<file path="config.mk">
export PLATFORM = sky130hd
export DESIGN_NAME = command_source_selector
export DESIGN_NICKNAME = d
export VERILOG_FILES = /design/src/logic/command_source_selector.v
export VERILOG_INCLUDE_DIRS = /design/src /design/src/logic
export SDC_FILE = /design/constraint.sdc
export NUM_CORES = 1
export LEC_CHECK = 0
export BUFFER_PORTS_ARGS = -buffer_cell sky130_fd_sc_hd__buf_2
export CORE_ASPECT_RATIO = 2
export CORE_MARGIN = 2
export CORE_UTILIZATION = 44
export CTS_CLUSTER_SIZE = 20
export DETAILED_ROUTE_END_ITERATION = 7
export PLACE_DENSITY = 0.89
export SKIP_CTS_REPAIR_TIMING = 1
export SLEW_MARGIN = 40
export SYNTH_ARGS = -nofsm -noshare
export SYNTH_HDL_FRONTEND = slang
export SYNTH_SLANG_ARGS = --single-unit
export TNS_END_PERCENT = 1
</file>
<file path="constraint.sdc">
create_clock -name ref_clk_i -period 2.2 [get_ports ref_clk_i]
set_clock_uncertainty 0.05 [all_clocks]
set_input_delay 0 -clock ref_clk_i [delete_from_list [all_inputs] [get_ports ref_clk_i]]
set_output_delay 0 -clock ref_clk_i [all_outputs]
set_load 0.005 [all_outputs]
</file>
<file path="src/logic/source_sel_regs.vh">
`ifndef SOURCE_SEL_REGS_VH
`define SOURCE_SEL_REGS_VH
// register indices (byte address = index, plain port)
`define ADDR_LINK_SEL      4'h0
`define ADDR_FBUS_SEL      4'h1
`define ADDR_RUN_ORIGIN    4'h2
`define ADDR_PERMIT_CFG    4'h3
`define ADDR_STATUS        4'h4
// field widths and limits
`define LINK_SEL_MAX       4'h8
`define FBUS_SEL_MAX       2'h3
// source codes
`define SRC_LOCAL          2'h0
`define SRC_STD            2'h1
`define SRC_EXT            2'h2
`define SRC_FBUS           2'h3
// field bits of the fieldbus mode
`define FBUS_FREQ_BIT      0
`define FBUS_RUN_BIT       1
// reset values
`define LINK_SEL_RST       4'h0
`define FBUS_SEL_RST       2'h0
`define RUN_ORIGIN_RST     1'b0
`define PERMIT_CFG_RST     1'b0
`define SYNC_RST           2'h0
`define FREQ_CMD_RST       16'h0000
`define RUN_CMD_RST        1'b0
`define RDATA_IDLE         8'h00
`endif

</file>
<file path="src/logic/command_source_selector.v">
// Behaviour
// - frequency and run sources chosen independently; link mode and fieldbus mode
// - link mode codes 0..8 map to local/standard/extension source pairs
// - fieldbus mode codes 0..3 put neither, frequency, run or both on the field bus
// - fieldbus assignment overrides link mode for that command only
// - local run source comes from keypad or terminals per run-origin setting
// - local frequency from frequency settings or multistep selection
// - standard link via keypad port, extension link via extension card
// - permit input assigned and open: both commands taken from the drive itself
// - frequency link may read status and parameters and set frequency; run link may issue run
//
// Strobed register access and the address map were decided locally.
`default_nettype none
`include "source_sel_regs.vh"

module command_source_selector
(
    // clock and reset
    input  wire        ref_clk_i,
    input  wire        resetn_i,
    // register port
    input  wire [3:0]  addr_i,
    input  wire [7:0]  wdata_i,
    input  wire        wr_i,
    input  wire        rd_i,
    output reg  [7:0]  rdata_o,
    // permit terminal, high when shorted to common
    input  wire        remote_permit_input_i,
    // local command inputs
    input  wire [15:0] local_freq_i,
    input  wire [15:0] multistep_freq_i,
    input  wire        multistep_sel_i,
    input  wire        keypad_run_i,
    input  wire        terminal_run_i,
    // standard link (keypad port) commands
    input  wire [15:0] std_freq_i,
    input  wire        std_run_i,
    // extension card link commands
    input  wire [15:0] ext_freq_i,
    input  wire        ext_run_i,
    // field bus commands
    input  wire [15:0] fbus_freq_i,
    input  wire        fbus_run_i,
    // selected commands and sources
    output reg  [15:0] freq_cmd_o,
    output reg         run_cmd_o,
    output reg  [1:0]  freq_src_o,
    output reg  [1:0]  run_src_o,
    output reg  [1:0]  monitor_grant_o
);

    // =========================================================
    // configuration registers
    reg  [3:0] link_source_select_reg;
    reg  [1:0] fieldbus_source_select_reg;
    reg        run_origin_param_reg;     // 0 keypad, 1 terminals
    reg        permit_assigned_reg;
    reg  [1:0] permit_sync_reg;
    reg  [1:0] terminal_sync_reg;
    wire       permit_level;

    // permit pin passes two flops before use
    always @(posedge ref_clk_i or negedge resetn_i)
    begin
        if (!resetn_i)
            permit_sync_reg <= `SYNC_RST;
        else
            permit_sync_reg <= {permit_sync_reg[0], remote_permit_input_i};
    end
    assign permit_level = permit_sync_reg[1];

    // terminal run level is a pin as well; same two-flop treatment as the permit
    always @(posedge ref_clk_i or negedge resetn_i)
    begin
        if (!resetn_i)
            terminal_sync_reg <= `SYNC_RST;
        else
            terminal_sync_reg <= {terminal_sync_reg[0], terminal_run_i};
    end

    // writes; out-of-range link mode codes are refused, the fieldbus mode takes data bits 1:0 unchecked
    always @(posedge ref_clk_i or negedge resetn_i)
    begin
        if (!resetn_i)
        begin
            link_source_select_reg     <= `LINK_SEL_RST;
            fieldbus_source_select_reg <= `FBUS_SEL_RST;
            run_origin_param_reg       <= `RUN_ORIGIN_RST;
            permit_assigned_reg        <= `PERMIT_CFG_RST;
        end
        else if (wr_i)
        begin
            case (addr_i)
                `ADDR_LINK_SEL:
                    if (wdata_i[3:0] <= `LINK_SEL_MAX && wdata_i[7:4] == 4'h0)
                        link_source_select_reg <= wdata_i[3:0];
                `ADDR_FBUS_SEL:
                    fieldbus_source_select_reg <= wdata_i[1:0];
                `ADDR_RUN_ORIGIN:
                    run_origin_param_reg <= wdata_i[0];
                `ADDR_PERMIT_CFG:
                    permit_assigned_reg <= wdata_i[0];
                default:
                    ;
            endcase
        end
    end

    // =========================================================
    // source decode
    reg  [1:0] link_freq_src;
    reg  [1:0] link_run_src;
    reg  [1:0] freq_src_next;
    reg  [1:0] run_src_next;
    wire       modes_effective;

    // unassigned permit means always effective; assigned needs shorted pin
    assign modes_effective = !permit_assigned_reg || permit_level;

    // link mode code to (frequency, run) source pair
    always @*
    begin
        link_freq_src = `SRC_LOCAL;
        link_run_src  = `SRC_LOCAL;
        case (link_source_select_reg)
            4'h0: begin link_freq_src = `SRC_LOCAL; link_run_src = `SRC_LOCAL; end
            4'h1: begin link_freq_src = `SRC_STD;   link_run_src = `SRC_LOCAL; end
            4'h2: begin link_freq_src = `SRC_LOCAL; link_run_src = `SRC_STD;   end
            4'h3: begin link_freq_src = `SRC_STD;   link_run_src = `SRC_STD;   end
            4'h4: begin link_freq_src = `SRC_EXT;   link_run_src = `SRC_LOCAL; end
            4'h5: begin link_freq_src = `SRC_EXT;   link_run_src = `SRC_STD;   end
            4'h6: begin link_freq_src = `SRC_LOCAL; link_run_src = `SRC_EXT;   end
            4'h7: begin link_freq_src = `SRC_STD;   link_run_src = `SRC_EXT;   end
            4'h8: begin link_freq_src = `SRC_EXT;   link_run_src = `SRC_EXT;   end
            default: begin link_freq_src = `SRC_LOCAL; link_run_src = `SRC_LOCAL; end
        endcase
    end

    // each command decided on its own; fieldbus bit wins for its command unless an assigned permit is open
    always @*
    begin
        freq_src_next = link_freq_src;
        run_src_next  = link_run_src;
        if (fieldbus_source_select_reg[`FBUS_FREQ_BIT])
            freq_src_next = `SRC_FBUS;
        if (fieldbus_source_select_reg[`FBUS_RUN_BIT])
            run_src_next = `SRC_FBUS;
        if (!modes_effective)
        begin
            freq_src_next = `SRC_LOCAL;
            run_src_next  = `SRC_LOCAL;
        end
    end

    // =========================================================
    // command muxes
    reg  [15:0] freq_next;
    reg         run_next;
    wire [15:0] local_freq;
    wire        local_run;

    assign local_freq = multistep_sel_i ? multistep_freq_i : local_freq_i;
    // terminals come through the synchroniser, so they lag the keypad by two cycles
    assign local_run  = run_origin_param_reg ? terminal_sync_reg[1] : keypad_run_i;

    // route the chosen source's value; local is the default so a stray code stays safe
    always @*
    begin
        case (freq_src_next)
            `SRC_STD:  freq_next = std_freq_i;
            `SRC_EXT:  freq_next = ext_freq_i;
            `SRC_FBUS: freq_next = fbus_freq_i;
            default:   freq_next = local_freq;
        endcase
        case (run_src_next)
            `SRC_STD:  run_next = std_run_i;
            `SRC_EXT:  run_next = ext_run_i;
            `SRC_FBUS: run_next = fbus_run_i;
            default:   run_next = local_run;
        endcase
    end

    // status layout: bit 5 effective, bit 4 synced permit, 3:2 run source, 1:0 freq source
    wire [7:0] status_word;
    assign status_word = {2'h0, modes_effective, permit_level, run_src_o, freq_src_o};

    // registered outputs; one cycle of latency keeps outputs glitch free
    always @(posedge ref_clk_i or negedge resetn_i)
    begin
        if (!resetn_i)
        begin
            freq_cmd_o      <= `FREQ_CMD_RST;
            run_cmd_o       <= `RUN_CMD_RST;
            freq_src_o      <= `SRC_LOCAL;
            run_src_o       <= `SRC_LOCAL;
            monitor_grant_o <= `SRC_LOCAL;
            rdata_o         <= `RDATA_IDLE;
        end
        else
        begin
            freq_cmd_o      <= freq_next;
            run_cmd_o       <= run_next;
            freq_src_o      <= freq_src_next;
            run_src_o       <= run_src_next;
            // monitor/parameter access follows the frequency link
            monitor_grant_o <= freq_src_next;
            if (rd_i)
            begin
                case (addr_i)
                    `ADDR_LINK_SEL:   rdata_o <= {4'h0, link_source_select_reg};
                    `ADDR_FBUS_SEL:   rdata_o <= {6'h00, fieldbus_source_select_reg};
                    `ADDR_RUN_ORIGIN: rdata_o <= {7'h00, run_origin_param_reg};
                    `ADDR_PERMIT_CFG: rdata_o <= {7'h00, permit_assigned_reg};
                    `ADDR_STATUS:     rdata_o <= status_word;
                    default:          rdata_o <= `RDATA_IDLE;
                endcase
            end
            else
                rdata_o <= `RDATA_IDLE;
        end
    end

endmodule // command_source_selector
`default_nettype wire

</file>
Yosys cells after proc, flatten, opt, wreduce, memory -nomap -nowiden
Memories as Yosys holds them, arrays and structs flattened.
Cells that the tools add are included.
{ "word_totals": {"out_inout_bits": 31, "word_cells": 42, "in_bits": 103, "reg_bits": 41, "ram_bits": 0, "mem_count": 1, "latchBits": 0, "rom_bits": 64} }
{ "op_classes": {"eq_ne": 10, "addsub": 0, "shift": 0, "n_mul": 0, "magnitude_cmp": 1, "n_mux": 10, "n_reduce_logical": 9, "div": 0, "n_bitwise": 0} }
{ "memory_table": {"columns": ["memory", "words", "word_bits", "read_ports", "rd_clocked_by_memory_dff", "wr", "line", "text"], "rows": [
  ["(name not given)", 16, 4, 1, 0, 0, "command_source_selector.v:125", "case (link_source_select_reg)"]
]} }
{ "ops": {"columns": ["op", "n"], "rows": [
  ["16-bit one-hot mux with 3 select lines", 1],
  ["6-bit one-hot mux with 5 select lines", 1],
  ["16-bit 2-to-1 mux", 1],
  ["2-bit equality test, second input constant", 4],
  ["4-bit by 2-bit equality test with 1-bit output, second input constant", 2],
  ["4-bit logical NOT", 2],
  ["2-bit 2-to-1 mux", 4],
  ["8-bit 2-to-1 mux", 1],
  ["2-bit AND reduction", 3],
  ["2-bit by 1-bit equality test with 1-bit output, second input constant", 2],
  ["4-bit by 1-bit equality test with 1-bit output, second input constant", 1],
  ["4-bit by 3-bit equality test with 1-bit output, second input constant", 1],
  ["4-bit <= comparator, second input constant", 1],
  ["1-bit one-hot mux with 3 select lines", 1],
  ["3-bit AND reduction", 1],
  ["1-bit logical AND", 1],
  ["1-bit logical NOT", 1],
  ["1-bit logical OR", 1],
  ["1-bit 2-to-1 mux", 1]
]} }

Longest topological paths before layout
Gate-level depths: netlist (run 1).
{ "depth": {"ltp_word": 5, "mapped_depth": 6, "depth_no_buf": 4} }

Least setup slack after synthesis (run 1)
No wires, ideal clock.
{ "synth_timing": {"path_type": "register to register", "startpoint": "register link_source_select_reg[2]", "endpoint": "register freq_cmd_o[14]", "period_less_slack_ps": 1675, "setup_slack_ps": 525, "setup_ps": 94, "path_buffers": 2, "required_time_ps": 2056, "arrival_time_ps": 1531, "path_stages_with_launch": 7, "path_cell_list": "dfrtp_1 nor4b_4 nor3_2 buf_6 buf_12 mux2i_1 a221oi_2"} }
{ "synth_between": {"elab_chain_len": 5, "word_cells_on_any_way": 7, "cone_classes": "eq/ne (3); mux (3); memory (1)"} }
{ "synth_lines": {"columns": ["item", "line", "text"], "rows": [
  ["start: declaration", "command_source_selector.v:54", "reg [3:0] link_source_select_reg;"],
  ["start signal: assignment", "command_source_selector.v:86", "link_source_select_reg <= `LINK_SEL_RST;"],
  ["start signal: assignment", "command_source_selector.v:96", "link_source_select_reg <= wdata_i[3:0];"],
  ["memory 16 x 4 bit *", null, null],
  ["2-bit 2-to-1 mux *", "command_source_selector.v:144", "if (fieldbus_source_select_reg[`FBUS_FREQ_BIT])"],
  ["2-bit 2-to-1 mux *", "command_source_selector.v:148", "if (!modes_effective)"],
  ["2-bit equality test / 2-bit by 1-bit equality test with 1-bit output (equally long branches)", "command_source_selector.v:169", "case (freq_src_next)"],
  ["16-bit one-hot mux with 3 select lines *", "command_source_selector.v:169", null],
  ["named net freq_next[14]", "command_source_selector.v:157", "reg [15:0] freq_next;"],
  ["end signal: assignment", "command_source_selector.v:192", "freq_cmd_o <= `FREQ_CMD_RST;"],
  ["end signal: assignment", "command_source_selector.v:201", "freq_cmd_o <= freq_next;"],
  ["end: declaration", "command_source_selector.v:45", "output reg [15:0] freq_cmd_o,"]
]} }
The timed path passes the listed nets; every way through them passes the cells marked *.
A chain may end at the register's enable or synchronous reset.

Worst setup path in the final report (run 1)
{ "layout_timing": {"startpoint": "register link_source_select_reg[3]", "endpoint": "register freq_cmd_o[4]"} }
The elaborated chain is that of the path after synthesis.

==> impl_results.md, run 1 <==
* CTS root buf: clkbuf_8
* Worst-case clock buffer depth at 2
* Largest net degree at the start of global routing at 33
* Hold path startpoint: std_run_i
* Die ar. at 5890 µm²
* WS Path Type: reg -> reg
* Worst path arrival time at 2190 ps
* R2r setup slk at 150 ps
* Critical path origin: link_source_select_reg[3]
* DR WL/cell at 16.4 µm
* Static leakage at 0.00158 µW
* Yosys Warn Count at 0
* Top post-synthesis cells by area: dfrtp_1 (42%), mux2i_1 (8.7%), a221oi_2 (7.1%)
* Crit path launch type: register
* Layout cells sized above 1 at 51.9%
* Vias in the first global route at 2232
* Floorplan core area at 5090 µm²
* Setup ws final at 152 ps
* FMAX at 488 MHz
* HPWL Detailed at 5.22 mm
* Worst IR Drop VDD at 0.486 mV
* Final net count at 447
* Die X-Extent at 55.3 µm
* Sequential element share of the synthesized area at 42.2%
* Status: complete, but fails checks
* Antenna-violating nets left at 0
* Crit end category: register
* Max cap viols at 0
* Minimum clock period at 2050 ps
* Syn Inst Count at 204
* Failing checks: negative hold slack
* Antenna diodes at 0
* Worst R2R Path Depth at 5
* Yosys cell types at 41
* Total power at 2270 µW
* Synth top area share at 42.2%
* Placement Setup Slack at 135 ps
* Initial Util at 45.4%
* First-pass GRT wire length at 10.3 mm
* Rows at 37
* Max-slew violations at 0
* DR DRC count at 0
* Endpoints failing setup at 0
* Worst-skew pair later-pin latency at 290 ps
* RSZ-0062 raised after global routing: no
* Reg2reg end: freq_cmd_o[4]
* CTS tree: built
* Hold_ws at -42.7 ps
* Port Buffer Count at 131
* Number of flops mapped to enable cells by yosys at 0
* Fin. Hold Viols at 5
* Origin of the critical flop-to-flop path: link_source_select_reg[3]
* Clock transition at path regs at 70 ps
* H-tree levels at 2
* DR iter-0 viols at 47
* Syn Area/Cell at 11.3 µm²
* Cell Area, Synth at 2310 µm²
* Initial antenna violation count at 0
* Total GRT Usage at 22.3%
* GPL Wtd Cong at 0.825
* Die Ht at 107 µm
* Clock buffer count from CTS at 5
* Clock Sinks at 39
* CP required at 2340 ps
* Io pins at 134
* DRT Pass-1 Iters at 4
* Area grow syn2layout at 37.4%
* Vias per cell at 5.40
* Via count at 2177
* Crit-path max FO at 11
* Largest register FFs at 16
* Fin crit share at 93.1%
* Worst slew pin tran at 596 ps
* Worst relative slew slack at 60.3%
* Yosys reg bits at 39
* Final setup TNS at 0 ps
* Power per Cell Area at 714 nW/µm²
* Hold WC Path Type: in -> reg
* Async set or reset register ratio after synthesis at 100%
* Most frequent cells in the layout: buf_2 (131), dfrtp_1 (39), nor2_1 (25), nor2b_1 (20), mux2i_1 (20)
* Synth area leader: dfrtp_1
* Primary FF master, synth: dfrtp_1
* Critical Path End: freq_cmd_o[4]
* Commonest non-fill, non-tap cell in the layout: buf_2
* Routed WL at 6.63 mm
* Gr ovfl total at 0
## final cells by class
class	count	area, µm²
tap	58	72.6
sequential	39	976
multi-input combinational	147	1210
clock buffer	7	76.3
fill	449	1910
timing repair buffer	148	826
clock inverter	1	5.00
inverter	3	11.3
## kinds of logic (layout without fill, tap and decap cells)
family,count (synthesis),count (layout),synth area share [%]
multiplexers,28,28,12.5
AO/OA/AOI/OAI,46,46,21.1
buffers and inverters,19,159,5.84
AND/OR/NAND/NOR,71,71,18.2
other,1,2,0.162
flip-flops,39,39,42.2
## metal layers
metal  wire [µm]  GRT usage [%]  vias up
met4         476           15.7        0
met5           0              0        -
met1        2150           20.6      996
li1            -              -     1028
met3         313           2.92       37
met2        3690           42.9      116
## cell usage after synthesis (2+ instances only)
cell type and instances:
nor4_1 2, a221oi_2 11, clkbuf_1 5, inv_1 3, mux2i_1 20, buf_4 4, o21ai_0 4, mux2_2 8
a22oi_1 2, a221oi_1 6, nor2b_1 20, dfrtp_1 39, nor2_1 25, nand2b_1 3, and3_1 2, a211oi_2 10
a211oi_1 6, o31ai_1 2, buf_2 2, nand2_1 5, buf_6 4, nor3b_1 2
## report_power, final
group          switching, µW  internal [µW]  leakage, µW  total [µW]
Sequential              71.9            855     0.000484         927
Clock                    250            223    0.0000422         473
Combinational            440            429      0.00105         869
Total                    763           1510      0.00158        2270
## per-stage QoR
step | hold slack (ps) | area (µm²) | cells | util [%]
floorplan | -346 | 2320 | 205 | -
global placement | 58.6 | 2960 | 382 | 58.1
detailed placement | -119 | 2980 | 383 | 58.5
CTS | -433 | 3060 | 391 | 60.1
global route | 2.02 | 3180 | 403 | 62.4
finish | -42.7 | 3180 | 403 | 62.4
## worst min path at each step
stage                                    end  depth (start not counted)  slack (ps)
4_1_cts                 terminal_sync_reg[1]                          1        -430
3_3_place_gp            terminal_sync_reg[0]                          1          60
3_5_place_dp            terminal_sync_reg[1]                          1        -120
6_report                           run_cmd_o                          3         -40
5_1_grt                       freq_cmd_o[12]                          3           2
2_1_floorplan  fieldbus_source_select_reg[0]                          0        -350
## critical path, stage by stage, from the launching register on
cell and delay (ps):
dfrtp_1 470, nor4b_4 190, nor3_4 470, buf_4 320
mux2i_1 130, a221oi_2 310
(Power assumes the default switching activity.)
==> run 2, diff against run 1 <==
--- a/config.mk
+++ b/config.mk
@@ -9,10 +9,10 @@
 export BUFFER_PORTS_ARGS = -buffer_cell sky130_fd_sc_hd__buf_2
 export CORE_ASPECT_RATIO = 2
 export CORE_MARGIN = 2
-export CORE_UTILIZATION = 44
+export CORE_UTILIZATION = 47
 export CTS_CLUSTER_SIZE = 20
 export DETAILED_ROUTE_END_ITERATION = 7
-export PLACE_DENSITY = 0.89
+export PLACE_DENSITY = 0.94
 export SKIP_CTS_REPAIR_TIMING = 1
 export SLEW_MARGIN = 40
 export SYNTH_ARGS = -nofsm -noshare
==> constraint.sdc (replaced) <==
create_clock -name ref_clk_i -period 2.65 [get_ports ref_clk_i]
set_clock_uncertainty 0.05 [all_clocks]
set_input_delay 0 -clock ref_clk_i [delete_from_list [all_inputs] [get_ports ref_clk_i]]
set_output_delay 0 -clock ref_clk_i [all_outputs]
set_load 0.005 [all_outputs]
==> run 2 against run 1 <==
Effect of this change: the run still ends with negative hold slack left; non-clock buffer count shrank 3; largest cell class unchanged; worst hold slack gained 7.8 ps; combinational power shrank 18%; sequential power shrank 17%; core utilization grew 3.3 points; register-to-register slack gained 470 ps; routed wire length shrank 6.6%; design area shrank 0.35%.
==> impl_results.md, run 2 (same netlist as run 1, synthesis figures left out) <==
* Status: complete, but fails checks
* Failing checks: negative hold slack
* RSZ-0062 raised after global routing: no
* Worst relative slew slack at 59.8%
* Largest net degree at the start of global routing at 40
* DR DRC count at 0
* WP buf/inv at 1
* Fin crit share at 76.7%
* Minimum clock period at 2030 ps
* First-pass GRT wire length at 9.34 mm
* Crit path launch type: register
* Power per Cell Area at 605 nW/µm²
* Clock Sinks at 39
* Non-filler instance count after layout at 399
* DRT Pass-1 Iters at 4
* Met2 Use GR at 44.5%
* Antenna diodes at 0
* Top delay family on crit path: simple AND/OR/NAND/NOR gates
* Initial antenna violation count at 0
* Io pins at 134
* Area grow syn2layout at 36.9%
* Layout cells sized above 1 at 52.3%
* Worst-skew pair later-pin latency at 290 ps
* Max-slew violations at 0
* Vias per cell at 5.41
* Die Ht at 103 µm
* CP Cell Sequence: nor4b_4 -> nor3_4 -> buf_4 -> mux2i_1 -> a221oi_1
* Slowest Stage Delay on Critical Path at 490 ps
* Routed WL at 6.19 mm
* Worst-case clock buffer depth at 2
* Hold_ws at -34.9 ps
* Placed insts at 380
* Vias in the first global route at 2157
* H-tree levels at 2
* Initial Util at 48.0%
* Port Buffer Count at 131
* Worst path arrival time at 2160 ps
* Fin. Hold Viols at 9
* Endpoints failing setup at 0
* GPL Wtd Cong at 0.810
* Total GRT Usage at 23.3%
* Most frequent cells in the layout: buf_2 (130), dfrtp_1 (39), nor2_1 (25), nor2b_1 (20), mux2i_1 (20)
* Hold WC Path Type: in -> reg
* FMAX at 492 MHz
* CP max-delay cell: nor3_4
* Total power at 1920 µW
* Crit end category: register
* WS Path Type: reg -> reg
* Largest register FFs at 16
* DR iter-0 viols at 26
* Final net count at 444
* Clock buffer count from CTS at 5
* Commonest non-fill, non-tap cell in the layout: buf_2
* GRT met1 Usage at 21.4%
* Static leakage at 0.00157 µW
* CTS tree: built
* CTS root buf: clkbuf_8
* Rows at 36
* Antenna-violating nets left at 0
* Gr ovfl total at 0
* Worst slew pin tran at 603 ps
* HPWL Detailed at 5.00 mm
* Die ar. at 5530 µm²
* Die X-Extent at 53.6 µm
* Via count at 2160
* Clock transition at path regs at 70 ps
* Crit-path max FO at 10
* Worst IR Drop VDD at 0.384 mV
* CP required at 2780 ps
* Final setup TNS at 0 ps
* DR WL/cell at 15.5 µm
* Most used routing layer: met2
* M3 GR Usage at 4.45%
* Max cap viols at 0
* Floorplan core area at 4820 µm²
run 2: changes by cell type in the layout (fill, tap and decap cells not counted):
cell,previous run,this run
clkbuf_1,2,1
clkbuf_8,5,7
buf_12,1,0
nor4b_2,0,1
buf_2,131,130
dlygate4sd3_1,12,11
clkinv_2,1,0
nor4b_1,1,0
run 2: worst register-to-register path: stages, from the launching register on:
cell and delay (ps):
dfrtp_1 470, nor4b_4 190, nor3_4 490, buf_4 320
mux2i_1 110, a221oi_1 310
run 2: power by group:
group / switching [µW] / internal (µW) / leakage, µW
Combinational: 361 / 352 / 0.00103
Clock: 197 / 237 / 0.0000515
Sequential: 59.2 / 710 / 0.000484
run 2: path summary, 6_finish.rpt:
check	startpoint	end	slack, ps	depth (start not counted)
setup / recovery	link_source_select_reg[3]	freq_cmd_o[9]	620	5
hold / removal	std_run_i	run_cmd_o	-30	3
setup reg to reg	link_source_select_reg[3]	freq_cmd_o[9]	620	5
hold reg to reg	terminal_sync_reg[0]	terminal_sync_reg[1]	300	0
max in group asynchronous	resetn_i	run_src_o[0]	2040	2
min in group asynchronous	resetn_i	terminal_sync_reg[1]	160	2
run 2: layout make-up:
class | count | area (µm²)
timing repair buffer | 145 | 791
clock buffer | 8 | 100
tap | 57 | 71.3
fill | 404 | 1650
multi-input combinational | 147 | 1220
inverter | 3 | 11.3
sequential | 39 | 976
run 2: metal layers:
layer | part of all wire [%] | vias up
li1 | - | 1020
met1 | 33 | 1015
met2 | 57 | 104
met3 | 5.7 | 21
met4 | 4.3 | 0
met5 | 0 | -
run 2: stage by stage:
step	setup slack (ps)	cell area [µm²]	hold WS, ps	utilization, %
final	618	3170	-34.9	65.7
after global routing	413	3170	4.24	65.7
after CTS	600	3060	-239	63.4
after detailed placement	621	2960	59.7	61.3
after global placement	694	2950	59.9	61.2
after floorplan	975	2320	-346	-
==> run 3, diff against run 2 <==
--- a/config.mk
+++ b/config.mk
@@ -6,13 +6,14 @@
 export SDC_FILE = /design/constraint.sdc
 export NUM_CORES = 1
 export LEC_CHECK = 0
+export ABC_AREA = 1
 export BUFFER_PORTS_ARGS = -buffer_cell sky130_fd_sc_hd__buf_2
 export CORE_ASPECT_RATIO = 2
 export CORE_MARGIN = 2
-export CORE_UTILIZATION = 47
+export CORE_UTILIZATION = 40
 export CTS_CLUSTER_SIZE = 20
 export DETAILED_ROUTE_END_ITERATION = 7
-export PLACE_DENSITY = 0.94
+export PLACE_DENSITY = 0.86
 export SKIP_CTS_REPAIR_TIMING = 1
 export SLEW_MARGIN = 40
 export SYNTH_ARGS = -nofsm -noshare
==> constraint.sdc (replaced) <==
create_clock -name ref_clk_i -period 1.8 [get_ports ref_clk_i]
set_clock_uncertainty 0.05 [all_clocks]
set_input_delay 0 -clock ref_clk_i [delete_from_list [all_inputs] [get_ports ref_clk_i]]
set_output_delay 0 -clock ref_clk_i [all_outputs]
set_load 0.005 [all_outputs]
==> run 3 against run 2 <==
Effect of this change: the flow still finishes with violations (negative hold slack); first-iteration DRC count increased to 5.8 times the previous value; power increased by 60%; via count increased by 34%; setup slack got worse by 500 ps; critical path depth increased by 1; register-to-register slack got worse by 500 ps; routed wire length increased by 38%.
==> impl_results.md, run 3 <==
* Status: complete, but fails checks
* Failing checks: negative hold slack
* FF+latch area at 976 µm²
* Die Ht at 112 µm
* Multiplexer share of the synthesized area at 0.428%
* Top-count cell post-synth: nand2_1
* Clock buffer count from CTS at 5
* Final setup TNS at 0 ps
* Antenna diodes at 0
* Vias in the first global route at 2491
* Critical path origin: link_source_select_reg[1]
* RSZ-0062 raised after global routing: no
* Fin crit share at 93.2%
* Minimum clock period at 1680 ps
* First-pass GRT wire length at 10.9 mm
* Top post-synthesis cells by area: dfrtp_1 (42%), nand3_1 (10%), nand4_1 (9.4%)
* Syn Area/Cell at 7.90 µm²
* GPL Wtd Cong at 0.905
* Hold_ws at -20.7 ps
* DRT Pass-1 Iters at 5
* Die ar. at 6510 µm²
* Layout cells sized above 1 at 35.2%
* Largest register FFs at 16
* Initial antenna violation count at 0
* Max-slew violations at 0
* Largest net degree at the start of global routing at 34
* DR iter-0 viols at 150
* # fillers at 442
* Synth area leader: dfrtp_1
* Multi-input logic area at 1080 µm²
* Synth cell count leaders: nand2_1 (51), nand3_1 (48), dfrtp_1 (39), inv_1 (37), nand4_1 (35)
* Clock Sinks at 39
* Antenna-violating nets left at 0
* DR DRC count at 0
* Final net count at 582
* Xor/xnor share of the synthesized area at 0%
* Async set or reset register ratio after synthesis at 100%
* Worst R2R Path Depth at 6
* Crit path launch type: register
* Crit end category: register
* Reg2reg end: freq_cmd_o[15]
* Origin of the critical flop-to-flop path: link_source_select_reg[1]
* Number of flops mapped to enable cells by yosys at 0
* Commonest non-fill, non-tap cell in the layout: buf_2
* Non-filler instance count after layout at 541
* Syn Inst Count at 296
* Worst-case clock buffer depth at 2
* Vias per cell at 5.36
* Fin. Hold Viols at 2
* CTS root buf: clkbuf_16
* Compound-Gate Fraction of Synth Area at 6.80%
* H-tree levels at 2
* Worst-skew pair later-pin latency at 280 ps
* Primary FF master, synth: dfrtp_1
* Worst slew pin tran at 586 ps
* CTS tree: built
* WS Path Type: reg -> reg
* Yosys cell types at 27
* Synth top area share at 41.8%
* Area grow syn2layout at 59.1%
* Clock transition at path regs at 60 ps
* Endpoints failing setup at 0
* Sequential element share of the synthesized area at 41.8%
* Die X-Extent at 58.1 µm
* FMAX at 596 MHz
* Hold WC Path Type: in -> reg
* Routed WL at 8.55 mm
* Most frequent cells in the layout: buf_2 (131), dlygate4sd3_1 (55), nand2_1 (51), nand3_1 (48), dfrtp_1 (39)
* Io pins at 134
* Cell Area, Synth at 2340 µm²
* Worst path arrival time at 1760 ps
* Via count at 2901
* Largest family of logic cells by synthesized area: simple AND/OR/NAND/NOR gates
* Initial Util at 41.3%
* Total power at 3070 µW
* DR WL/cell at 15.8 µm
* Max cap viols at 0
* Yosys Warn Count at 0
* Power per Cell Area at 826 nW/µm²
* Rows at 39
* Adder-cell share of the synthesized area at 0%
* Floorplan core area at 5660 µm²
* CP required at 1880 ps
* R2r setup slk at 120 ps
* Static leakage at 0.00196 µW
* Critical Path End: freq_cmd_o[15]
* Placed insts at 477
* HPWL Detailed at 5.62 mm
* Worst IR Drop VDD at 0.853 mV
* Worst relative slew slack at 60.9%
* Port Buffer Count at 131
* Total GRT Usage at 21.7%
* Synth Area in Simple Gates at 38.4%
* Yosys reg bits at 39
* Crit-path max FO at 17
* Gr ovfl total at 0
-- run 3: changes by cell type in the layout (fill, tap and decap cells not counted), sizes merged, moves of 19 or more --
| cell | before | now |
|---|---|---|
| dlygate4sd3 | 11 | 55 |
| inv | 3 | 40 |
| mux2i | 20 | 1 |
| nand2 | 5 | 56 |
| nand3 | 0 | 60 |
| nand4 | 1 | 35 |
| nor2b | 20 | 0 |
| o21ai | 4 | 25 |
-- run 3: kinds of logic after synthesis --
kind of cell	Yosys count
AOI/OAI and AO/OA	29
buffers and inverters	60
DFF	39
muxes	1
other	1
and+or+nand+nor	166
-- run 3: critical path, stage by stage (launching register included) --
cell     delay, ps
dfrtp_1        440
nor2_1         230
nand2_2        160
nand3_4        190
nand2_4        190
nand3_2        130
nand4_1        130
-- run 3: metal layers --
metal  global-route usage [%]  part of all wire [%]
met4                     14.7                   6.7
met2                     37.4                    54
met3                     3.11                   5.7
met5                        0                     0
met1                     23.5                    34
-- run 3: stage by stage --
| stage | worst slack (ps) | hold slack [ps] | util [%] | instance area, µm² |
|---|---|---|---|---|
| 6_report | 122 | -20.7 | 65.7 | 3720 |
| 5_1_grt | 17.1 | 5.89 | 65.7 | 3720 |
| 4_1_cts | 128 | -323 | 55.8 | 3160 |
| 3_5_place_dp | 147 | -29.7 | 53.3 | 3020 |
| 3_3_place_gp | 275 | -34.1 | 53.3 | 3020 |
| 2_1_floorplan | 500 | -346 | - | 2340 |
-- run 3: cell type report --
class,count,area share [%]
clock buffer,6,3.47
inverter,40,4.04
sequential,39,26.2
clock inverter,2,0.336
timing repair buffer,194,34.7
multi-input combinational,199,29.1
tap,61,2.05
-- run 3: power by group --
| group | internal, µW | total [µW] | switching, µW |
|---|---|---|---|
| Combinational | 486 | 1110 | 628 |
| Sequential | 1040 | 1120 | 77.9 |
| Clock | 510 | 842 | 332 |
| Total | 2040 | 3070 | 1040 |
-- run 3: how the worst min path moves through the flow --
stage	slack, ps	endpoint	from	cells after the start
2_1_floorplan	-350	fieldbus_source_select_reg[0]	resetn_i	0
3_3_place_gp	-30	permit_sync_reg[0]	resetn_i	1
3_5_place_dp	-30	permit_sync_reg[1]	resetn_i	1
4_1_cts	-320	fieldbus_source_select_reg[0]	resetn_i	1
5_1_grt	6	run_origin_param_reg	wr_i	3
6_report	-20	run_origin_param_reg	wr_i	3
